File: config.mk
export PLATFORM = sky130hd
export DESIGN_NAME = context_descriptor_upper_fields
export DESIGN_NICKNAME = d
export VERILOG_FILES = /design/src/hw/cd_upper_pkg.sv /design/src/hw/table_base_check.sv /design/src/hw/context_descriptor_upper_fields.sv
export SDC_FILE = /design/constraint.sdc
export NUM_CORES = 1
export LEC_CHECK = 0
export ABC_AREA = 0
export BUFFER_PORTS_ARGS = -buffer_cell sky130_fd_sc_hd__buf_2
export CORE_AREA = 4 4 214 216
export CTS_CLUSTER_DIAMETER = 120
export DETAILED_ROUTE_END_ITERATION = 8
export DIE_AREA = 0 0 218 220
export GPL_TIMING_DRIVEN = 1
export PLACE_DENSITY = 0.7
export SETUP_SLACK_MARGIN = 0.15
export SYNTH_ARGS = -nofsm -noshare
export SYNTH_HDL_FRONTEND = slang
export SYNTH_SLANG_ARGS = --single-unit
File: constraint.sdc
create_clock -name sys_clk -period 4.8 [get_ports sys_clk]
set_input_delay 0.24 -clock sys_clk [delete_from_list [all_inputs] [get_ports sys_clk]]
set_output_delay 0.24 -clock sys_clk [all_outputs]
set_load 0.02 [all_outputs]
File: src/hw/cd_upper_pkg.sv
// Constants for the context descriptor upper-field decoder.
// Assumes descriptor bits arrive as one flat vector, bit 0 first.
package cd_upper_pkg;
    // Descriptor field positions
    localparam int FIRST_NS_BIT = 64;
    localparam int FIRST_HAD_BIT = 65;
    localparam int FIRST_BASE_LO = 68;
    localparam int FIRST_BASE_HI = 115;
    localparam int FIRST_HWU_LO = 124;
    localparam int SECOND_NS_BIT = 128;
    localparam int SECOND_HAD_BIT = 129;
    localparam int SECOND_BASE_LO = 132;
    localparam int SECOND_BASE_HI = 179;
    localparam int SECOND_HWU_LO = 188;
    localparam int ATTR_LOW_LO = 192;
    localparam int ATTR_HIGH_LO = 224;
    localparam int AUX_LOW_LO = 256;
    localparam int AUX_HIGH_LO = 288;
    localparam int CD_WIDTH = 320;
    // Address layout
    localparam int ADDR_W = 52;
    localparam int BASE_SHIFT = 4;
    localparam int BASE_FIELD_W = 48;
    localparam int SMALL_GRAN_MAX_BITS = 48;
    localparam int ALIGN52_BITS = 6;
    localparam int FIRST_REV_BASE_BITS = 48;
    // Output size codes
    localparam logic [2:0] SIZE_52 = 3'h6;
    // Granule codes shared by both tables in this block
    localparam logic [1:0] GRAN_4K = 2'h0;
    localparam logic [1:0] GRAN_64K = 2'h1;
    localparam logic [1:0] GRAN_16K = 2'h2;
    // Exception level of the stream
    typedef enum logic [1:0] {LEVEL_NS_EL1, LEVEL_SECURE, LEVEL_HYP, LEVEL_MON} level_t;
    // Device memory types for reserved attribute codes
    localparam logic [1:0] DEV_NGNRNE = 2'h0;
    localparam logic [1:0] DEV_NGNRE = 2'h1;
    localparam logic [1:0] DEV_NGRE = 2'h2;
    localparam logic [1:0] DEV_GRE = 2'h3;
    localparam int ATTR_BYTE_W = 8;
    localparam int ATTR_INDEX_W = 3;
endpackage

File: src/hw/table_base_check.sv
// One table base decoder: alignment and legality of a base address.
// Assumes the alignment width is supplied by the walker's geometry logic.
`timescale 1ns/100ps
module table_base_check #(
    parameter int FIELD_W = 48
) (
    // Descriptor field and configuration
    input wire logic [FIELD_W-1:0] baseField,
    input wire logic [5:0] alignBits,
    input wire logic [1:0] granule,
    input wire logic [5:0] outputBits,
    input wire logic is52,
    input wire logic walkDisable,
    input wire logic firstRevision,
    // Results
    output logic [cd_upper_pkg::ADDR_W-1:0] alignedBase,
    output logic baseIllegal
);
    logic [cd_upper_pkg::ADDR_W-1:0] rawBase;
    logic [cd_upper_pkg::ADDR_W-1:0] mask;
    logic [5:0] effAlign;
    logic tooWide;
    logic smallTooWide;
    logic revTooWide;

    // Bits outside the field read as zero
    assign rawBase = {baseField, {cd_upper_pkg::BASE_SHIFT{1'b0}}};
    // 64KB granule with 52-bit output needs at least 64-byte alignment
    always_comb begin
        effAlign = alignBits;
        if (granule == cd_upper_pkg::GRAN_64K && is52 &&
            alignBits < 6'(cd_upper_pkg::ALIGN52_BITS)) begin
            effAlign = 6'(cd_upper_pkg::ALIGN52_BITS);
        end
    end
    assign mask = {cd_upper_pkg::ADDR_W{1'b1}} << effAlign;
    assign alignedBase = rawBase & mask;
    // Range checks run on the raw field, which software wrote
    assign tooWide = (rawBase >> outputBits) != '0;
    assign smallTooWide = (granule != cd_upper_pkg::GRAN_64K) &&
        ((rawBase >> cd_upper_pkg::SMALL_GRAN_MAX_BITS) != '0);
    assign revTooWide = firstRevision &&
        ((rawBase >> cd_upper_pkg::FIRST_REV_BASE_BITS) != '0);
    // A disabled table is never checked
    assign baseIllegal = !walkDisable && (tooWide || smallTooWide || revTooWide);
endmodule // table_base_check

File: src/hw/context_descriptor_upper_fields.sv
// Decoder for the upper half of a stage-1 context descriptor.
// Assumes the descriptor word and stream settings come from same-clock logic.
`timescale 1ns/100ps
module context_descriptor_upper_fields #(
    parameter bit HIER_DISABLE_IMPL = 1'b1,
    parameter bit PAGE_HW_ATTR_IMPL = 1'b1,
    parameter bit FIRST_REVISION = 1'b0
) (
    // Clock and reset
    input wire logic sys_clk,
    input wire logic rstn,
    input wire logic clkEn,

    // Descriptor load
    input wire logic descValid,
    input wire logic [cd_upper_pkg::CD_WIDTH-1:0] contextDescriptor,

    // Stream configuration
    input wire logic secureStreamEntry,
    input wire cd_upper_pkg::level_t streamExceptionLevel,
    input wire logic [2:0] outputSizeSelect,
    input wire logic firstWalkDisable,
    input wire logic secondWalkDisable,
    input wire logic [1:0] firstGranuleSelect,
    input wire logic [1:0] secondGranuleSelect,
    input wire logic [5:0] firstAlignBits,
    input wire logic [5:0] secondAlignBits,
    input wire logic longFormat,

    // Walker leaf lookup
    input wire logic lookupValid,
    input wire logic lookupSecondTable,
    input wire logic [cd_upper_pkg::ATTR_INDEX_W-1:0] attributeIndex,

    // Decoded descriptor
    output logic decodeValid,
    output logic badDescriptorError,
    output logic abortTransaction,
    output logic [cd_upper_pkg::ADDR_W-1:0] firstTableBase,
    output logic [cd_upper_pkg::ADDR_W-1:0] secondTableBase,
    output logic firstStartNonsecure,
    output logic secondStartNonsecure,
    output logic firstIgnoreHierPerm,
    output logic secondIgnoreHierPerm,
    output logic firstIgnoreLowPermPxn,
    output logic secondIgnoreLowPermPxn,
    output logic [3:0] firstHwUseMask,
    output logic [3:0] secondHwUseMask,
    output logic [31:0] auxAttrLow,
    output logic [31:0] auxAttrHigh,

    // Attribute lookup answer
    output logic attrValid,
    output logic [cd_upper_pkg::ATTR_BYTE_W-1:0] attrByte,
    output logic attrIsReservedDevice,
    output logic [1:0] attrDeviceType
);
    logic [cd_upper_pkg::CD_WIDTH-1:0] cdWord;
    logic cdLoaded;
    logic pendingDecode;
    logic [5:0] outputBits;
    logic is52;
    logic hypOrMon;
    logic hadFirst;
    logic hadSecond;
    logic [cd_upper_pkg::ADDR_W-1:0] next_firstBase;
    logic [cd_upper_pkg::ADDR_W-1:0] next_secondBase;
    logic firstIllegal;
    logic secondIllegal;
    logic reservedSet;
    logic [63:0] attrWords;
    logic [cd_upper_pkg::ATTR_BYTE_W-1:0] next_attrByte;
    logic anyBad;
    logic capSecure;
    cd_upper_pkg::level_t capLevel;
    logic capFirstDisable;
    logic capSecondDisable;
    logic [2:0] capSizeSelect;
    logic [1:0] capFirstGranule;
    logic [1:0] capSecondGranule;
    logic [5:0] capFirstAlign;
    logic [5:0] capSecondAlign;

    // Output size code to a bit count; larger codes clamp to 52, or to 48 in the first revision
    always_comb begin
        unique case (capSizeSelect)
            3'h0: outputBits = 6'd32;
            3'h1: outputBits = 6'd36;
            3'h2: outputBits = 6'd40;
            3'h3: outputBits = 6'd42;
            3'h4: outputBits = 6'd44;
            3'h5: outputBits = 6'd48;
            default: outputBits = FIRST_REVISION ? 6'd48 : 6'd52;
        endcase
    end
    assign is52 = (outputBits == 6'd52);
    assign hypOrMon = (capLevel == cd_upper_pkg::LEVEL_HYP) ||
        (capLevel == cd_upper_pkg::LEVEL_MON);

    // Captured descriptor; decode follows one cycle after capture
    always_ff @(posedge sys_clk or negedge rstn) begin
        if (!rstn) begin
            cdWord <= '0;
            cdLoaded <= 1'b0;
            pendingDecode <= 1'b0;
        end else if (clkEn) begin
            pendingDecode <= descValid;
            if (descValid) begin
                cdWord <= contextDescriptor;
                cdLoaded <= 1'b1;
            end
        end
    end

    // Stream security and level, held with their descriptor
    // so the decode never mixes two streams' settings
    always_ff @(posedge sys_clk or negedge rstn) begin
        if (!rstn) begin
            capSecure <= 1'b0;
            capLevel <= cd_upper_pkg::LEVEL_NS_EL1;
        end else if (clkEn && descValid) begin
            capSecure <= secureStreamEntry;
            capLevel <= streamExceptionLevel;
        end
    end

    // Walk disables latched at capture
    always_ff @(posedge sys_clk or negedge rstn) begin
        if (!rstn) begin
            capFirstDisable <= 1'b0;
            capSecondDisable <= 1'b0;
        end else if (clkEn && descValid) begin
            capFirstDisable <= firstWalkDisable;
            capSecondDisable <= secondWalkDisable;
        end
    end

    // Walk geometry; a few flops buy a walker free to move on early
    always_ff @(posedge sys_clk or negedge rstn) begin
        if (!rstn) begin
            capSizeSelect <= '0;
            capFirstGranule <= cd_upper_pkg::GRAN_4K;
            capSecondGranule <= cd_upper_pkg::GRAN_4K;
            capFirstAlign <= '0;
            capSecondAlign <= '0;
        end else if (clkEn && descValid) begin
            capSizeSelect <= outputSizeSelect;
            capFirstGranule <= firstGranuleSelect;
            capSecondGranule <= secondGranuleSelect;
            capFirstAlign <= firstAlignBits;
            capSecondAlign <= secondAlignBits;
        end
    end

    // Disable bits count only where the feature exists, for either format
    assign hadFirst = HIER_DISABLE_IMPL && cdWord[cd_upper_pkg::FIRST_HAD_BIT];
    assign hadSecond = HIER_DISABLE_IMPL && !hypOrMon &&
        cdWord[cd_upper_pkg::SECOND_HAD_BIT];

    // Base decoders, one per table
    table_base_check #(
        .FIELD_W(cd_upper_pkg::BASE_FIELD_W)
    ) firstCheck (
        .baseField(cdWord[cd_upper_pkg::FIRST_BASE_HI:cd_upper_pkg::FIRST_BASE_LO]),
        .alignBits(capFirstAlign),
        .granule(capFirstGranule),
        .outputBits(outputBits),
        .is52(is52),
        .walkDisable(capFirstDisable),
        .firstRevision(FIRST_REVISION),
        .alignedBase(next_firstBase),
        .baseIllegal(firstIllegal)
    );
    // Second table is unreachable at hypervisor or monitor level
    table_base_check #(
        .FIELD_W(cd_upper_pkg::BASE_FIELD_W)
    ) secondCheck (
        .baseField(cdWord[cd_upper_pkg::SECOND_BASE_HI:cd_upper_pkg::SECOND_BASE_LO]),
        .alignBits(capSecondAlign),
        .granule(capSecondGranule),
        .outputBits(outputBits),
        .is52(is52),
        .walkDisable(capSecondDisable || hypOrMon),
        .firstRevision(FIRST_REVISION),
        .alignedBase(next_secondBase),
        .baseIllegal(secondIllegal)
    );

    // Reserved-zero bits that make the descriptor bad when set
    always_comb begin
        reservedSet = 1'b0;
        if (hypOrMon && cdWord[cd_upper_pkg::SECOND_NS_BIT]) begin
            reservedSet = 1'b1;
        end
        if (hypOrMon && HIER_DISABLE_IMPL && cdWord[cd_upper_pkg::SECOND_HAD_BIT]) begin
            reservedSet = 1'b1;
        end
    end

    // Any illegal base or set reserved bit condemns the whole descriptor
    assign anyBad = firstIllegal || secondIllegal || reservedSet;

    // Decode strobe and error; the error stands until the next decode
    // so software can read it after the aborted transfer has gone
    always_ff @(posedge sys_clk or negedge rstn) begin
        if (!rstn) begin
            decodeValid <= 1'b0;
            badDescriptorError <= 1'b0;
            abortTransaction <= 1'b0;
        end else if (clkEn) begin
            decodeValid <= pendingDecode;
            abortTransaction <= pendingDecode && anyBad;
            if (pendingDecode) begin
                badDescriptorError <= anyBad;
            end
        end
    end

    // Aligned bases; a disabled or unreachable table reports zero
    always_ff @(posedge sys_clk or negedge rstn) begin
        if (!rstn) begin
            firstTableBase <= '0;
            secondTableBase <= '0;
        end else if (clkEn && pendingDecode) begin
            firstTableBase <= capFirstDisable ? '0 : next_firstBase;
            secondTableBase <= (capSecondDisable || hypOrMon) ? '0 : next_secondBase;
        end
    end

    // Fetch security of the starting-level tables; secure entries only
    always_ff @(posedge sys_clk or negedge rstn) begin
        if (!rstn) begin
            firstStartNonsecure <= 1'b0;
            secondStartNonsecure <= 1'b0;
        end else if (clkEn && pendingDecode) begin
            // Non-secure entries always fetch non-secure, bits ignored
            firstStartNonsecure <= capSecure ?
                cdWord[cd_upper_pkg::FIRST_NS_BIT] : 1'b1;
            secondStartNonsecure <= capSecure ?
                (cdWord[cd_upper_pkg::SECOND_NS_BIT] && !hypOrMon) : 1'b1;
        end
    end

    // Hierarchical attribute ignores handed to the walker
    always_ff @(posedge sys_clk or negedge rstn) begin
        if (!rstn) begin
            firstIgnoreHierPerm <= 1'b0;
            secondIgnoreHierPerm <= 1'b0;
            firstIgnoreLowPermPxn <= 1'b0;
            secondIgnoreLowPermPxn <= 1'b0;
        end else if (clkEn && pendingDecode) begin
            // Same meaning for short and long formats, so longFormat is unused here
            firstIgnoreHierPerm <= hadFirst;
            secondIgnoreHierPerm <= hadSecond;
            firstIgnoreLowPermPxn <= hadFirst && hypOrMon;
            secondIgnoreLowPermPxn <= 1'b0;
        end
    end

    // Leaf hardware-use selectors, gated by support and disable bits
    always_ff @(posedge sys_clk or negedge rstn) begin
        if (!rstn) begin
            firstHwUseMask <= '0;
            secondHwUseMask <= '0;
        end else if (clkEn && pendingDecode) begin
            // First revision reserves these bits, so they never take effect
            if (PAGE_HW_ATTR_IMPL && !FIRST_REVISION && hadFirst) begin
                firstHwUseMask <= cdWord[cd_upper_pkg::FIRST_HWU_LO +: 4];
            end else begin
                firstHwUseMask <= '0;
            end
            if (PAGE_HW_ATTR_IMPL && !FIRST_REVISION && hadSecond) begin
                secondHwUseMask <= cdWord[cd_upper_pkg::SECOND_HWU_LO +: 4];
            end else begin
                secondHwUseMask <= '0;
            end
        end
    end

    // Auxiliary words pass through untouched; zero is their neutral value
    always_ff @(posedge sys_clk or negedge rstn) begin
        if (!rstn) begin
            auxAttrLow <= '0;
            auxAttrHigh <= '0;
        end else if (clkEn && pendingDecode) begin
            auxAttrLow <= cdWord[cd_upper_pkg::AUX_LOW_LO +: 32];
            auxAttrHigh <= cdWord[cd_upper_pkg::AUX_HIGH_LO +: 32];
        end
    end

    // Attribute byte selection; index picks one of eight bytes
    assign attrWords = {cdWord[cd_upper_pkg::ATTR_HIGH_LO +: 32],
        cdWord[cd_upper_pkg::ATTR_LOW_LO +: 32]};
    assign next_attrByte = attrWords[attributeIndex * cd_upper_pkg::ATTR_BYTE_W +:
        cd_upper_pkg::ATTR_BYTE_W];

    // Lookup answer one cycle after the request; same table for both bases
    always_ff @(posedge sys_clk or negedge rstn) begin
        if (!rstn) begin
            attrValid <= 1'b0;
            attrByte <= '0;
            attrIsReservedDevice <= 1'b0;
            attrDeviceType <= cd_upper_pkg::DEV_NGNRNE;
        end else if (clkEn) begin
            attrValid <= lookupValid && cdLoaded;
            if (lookupValid) begin
                attrByte <= next_attrByte;
                // Upper nibble zero with RW nonzero is a reserved device code
                attrIsReservedDevice <= (next_attrByte[7:4] == 4'h0) &&
                    (next_attrByte[1:0] != 2'h0);
                attrDeviceType <= next_attrByte[3:2];
            end
        end
    end
endmodule // context_descriptor_upper_fields

==> flow_metrics.env <==
export IMPL_cts_reportedPaths_clkPinSlew_ns=0.06
export IMPL_worst_pin_slew_ns=1.42
export IMPL_cp_common_cell="buf_4"
export IMPL_io_pins=551
export IMPL_cts_tree="done"
export IMPL_slowest_stage="buf_4"
export IMPL_max_cap_violations=0
export IMPL_pwr_share_seq_pct=44.8
export IMPL_fmaxAchievable_mhz=383
export IMPL_p_int_mw=7.69
export IMPL_r2r_slack_ns=2.19
export IMPL_setup_worst_path_start_class="flip-flop"
export IMPL_synth_warnings=0
export IMPL_synthTopCellsByArea="dfrtp_1, mux2_2, a32o_1"
export IMPL_die_area_um2=48000
export IMPL_cp_top_family="buffers and inverters"
export IMPL_area_growth_pct=38.6
export IMPL_netlist_area_um2=18100
export IMPL_htreeDepth=2
export IMPL_die_y_um=220
export IMPL_clk_latency_ns=0.57
export IMPL_antenna_found_initial=5
export IMPL_crit_path_end_kind="flip-flop"
export IMPL_slew_headroom_pct=4.92
export IMPL_cts_setup_buffers=0
export IMPL_skew_ns=0.0189
export IMPL_drt_total_wl_mm=54.3
export IMPL_clk_path_buf_depth=3
export IMPL_rows=77
export IMPL_final_nets=2291
export IMPL_path_buf_inv=2
export IMPL_vias=13473
export IMPL_ant_nets=0
export IMPL_path_cells="nand2_4, buf_4, nor4_2, buf_4, a21o_1, a22o_1"
export IMPL_required_ns=5.25
export IMPL_synth_top_cell_by_area="dfrtp_1"
export IMPL_comb_power_share_pct=20.3
export IMPL_synth_flop_cell="dfrtp_1"
export IMPL_finalCritPeriodShare_pct=54.4
export IMPL_p_leak_nw=11.7
export IMPL_fp_coreArea_um2=43900
export IMPL_ys_seq_elements=447
export IMPL_fin_ws_ns=2.19
export IMPL_swShare_pct=29.1
export IMPL_synthArstFlopShare_pct=100
export IMPL_grt_pass1_vias=14827
export IMPL_gp_congestion=0.819
export IMPL_route_detailed_drc=0
export IMPL_arrival_ns=3.06
export IMPL_p_total_mw=10.8
export IMPL_slowest_delay_ns=0.75
export IMPL_hold_violations=0
export IMPL_dp_final_hpwl_mm=35.4
export IMPL_worst_path_max_fanout=70
export IMPL_synthCells=1249
export IMPL_fin_crit_ns=2.61
export IMPL_power_frac_clock_pct=35.0
export IMPL_start_util_pct=41.2
export IMPL_path_class="reg2reg"
export IMPL_die_x_um=218
export IMPL_finalSetupViolCount=0
export IMPL_power_density_nw_per_um2=432
export IMPL_drive_gt1_share_pct=43.9
export IMPL_clockRootBuffer="clkbuf_16"
export IMPL_fin_cells=2571
export IMPL_fin_tns_setup_ns=0
export IMPL_clkSinkCount=447
export IMPL_grt_overflow_total=0
export IMPL_ys_seq_area_share_pct=61.7
export IMPL_rsz0062_at_grt="false"
export IMPL_p_switching_mw=3.16
export IMPL_status="finished clean"
export IMPL_mostFrequentLayoutCell="buf_2"
export IMPL_placedCellCount=2218
export IMPL_ir_drop_mv=0.323
export IMPL_synth_top_area_share_pct=61.7
export IMPL_post_route_util_pct=57.2
export IMPL_hold_path_class="in2reg"
export IMPL_synth_cell_types=61
export IMPL_numPortBuffers=454
export IMPL_drt_iter0_drc=910
export IMPL_dr_pass1_iters=6
export IMPL_wire_per_inst_um=21.1
export IMPL_syn_area_per_cell_um2=14.5
export IMPL_viasPerCell=5.24
export IMPL_drv_slew=0
export IMPL_cts_buffers=48
export IMPL_layout_common_cells="buf_2, dfrtp_1, mux2_2, dlygate4sd3_1, a32o_1"
export IMPL_track_usage_pct=22.3
export IMPL_synth_edff_count=0
export IMPL_dp_slack_ns=2.16
export IMPL_grt_pass1_wl_mm=84.1
export IMPL_grt_max_degree=149
## kinds of logic after synthesis
family                 synth area share (%)
AO/OA/AOI/OAI                          8.54
XOR/XNOR                             0.0483
buffers and inverters                  2.79
flip-flops                             61.7
multiplexers                           22.6
other                                0.0207
AND/OR/NAND/NOR                        4.29
## synthesized netlist by cell type, drive strengths merged, types with 4 or more instances
master and number:
nand3b 7, o31ai 6, dfrtp 447, nand3 11, o211ai 7, mux4 16
nor4 10, or2 7, a21o 7, a22o 17, nand2b 9, a21oi 14
and3 4, and2 8, o311ai 4, nor3 4, inv 7, nor2 12
mux2 324, nand2 60, clkbuf 57, mux2i 6, buf 44, a32o 74
o21ai 52, nor2b 6
## per-layer routing
metal / global-route usage (%) / vias to the layer above / wire length (um)
met4: 10.5 / 6 / 2520
li1: - / 5979 / -
met3: 5.25 / 148 / 3650
met5: 0 / - / 33
met1: 26.8 / 6782 / 21000
met2: 38.2 / 558 / 27100
## worst paths after layout
| path | start | endpoint | depth (start not counted) |
|---|---|---|---|
| max | pendingDecode | secondTableBase[37] | 6 |
| min | attributeIndex[2] | attrByte[1] | 3 |
| max reg2reg | pendingDecode | secondTableBase[37] | 6 |
| min reg2reg | cdWord[283] | auxAttrLow[27] | 1 |
| max in group asynchronous | rstn | cdWord[69] | 3 |
| min in group asynchronous | rstn | firstTableBase[14] | 2 |
## worst register-to-register path: stages (launching register included)
cell     delay [ns]
dfrtp_1        0.40
nand2_4        0.60
buf_4          0.78
nor4_2         0.11
buf_4          0.23
a21o_1         0.21
a22o_1         0.18
## registers in the layout, summed over array words and instances, names as in the netlist, 2 cells and up
signal and cells:
attrByte 8, auxAttrHigh 32, auxAttrLow 32, capFirstAlign 6, capFirstGranule 2, capSecondAlign 6
capSecondGranule 2, capSizeSelect 3, cdWord 236, firstHwUseMask 4, firstTableBase 48, secondHwUseMask 4
secondTableBase 48
## layout make-up
class                           instances  area [um^2]
Inverter                                7         26.3
Fill cell                            3411        18800
Antenna cell                            4         10.0
Tap cell                              592          741
Multi-Input combinational cell        702         6480
Clock buffer                           72         1390
Timing Repair Buffer                  731         5060
Clock inverter                         16          216
Sequential cell                       447        11200
## power groups by stage
stage | combinational (mW) | clock, mW | sequential (mW)
final | 2.20 | 3.79 | 4.86
after floorplan | 0.932 | 0 | 5.11
after global routing | 2.36 | 4.04 | 4.93
after global placement | 1.97 | 0 | 4.86
after detailed placement | 2.02 | 0 | 4.90
after CTS | 2.20 | 3.87 | 4.84
## through the flow
stage               area, um^2  hold WS, ns
floorplan                18100      -0.0556
global placement         20900        0.386
detailed placement       20900        0.404
CTS                      25100       0.0168
global route             25100       0.0657
finish                   25100       0.0643
## what timing repair did
| action | in CTS | in global routing |
|---|---|---|
| hold buffers | 261 | 0 |
| gates resized for setup | 0 | 0 |
| setup endpoints to repair | 0 | 0 |
| hold endpoints to repair | 375 | 0 |
Power figures use the tool's default switching activity.
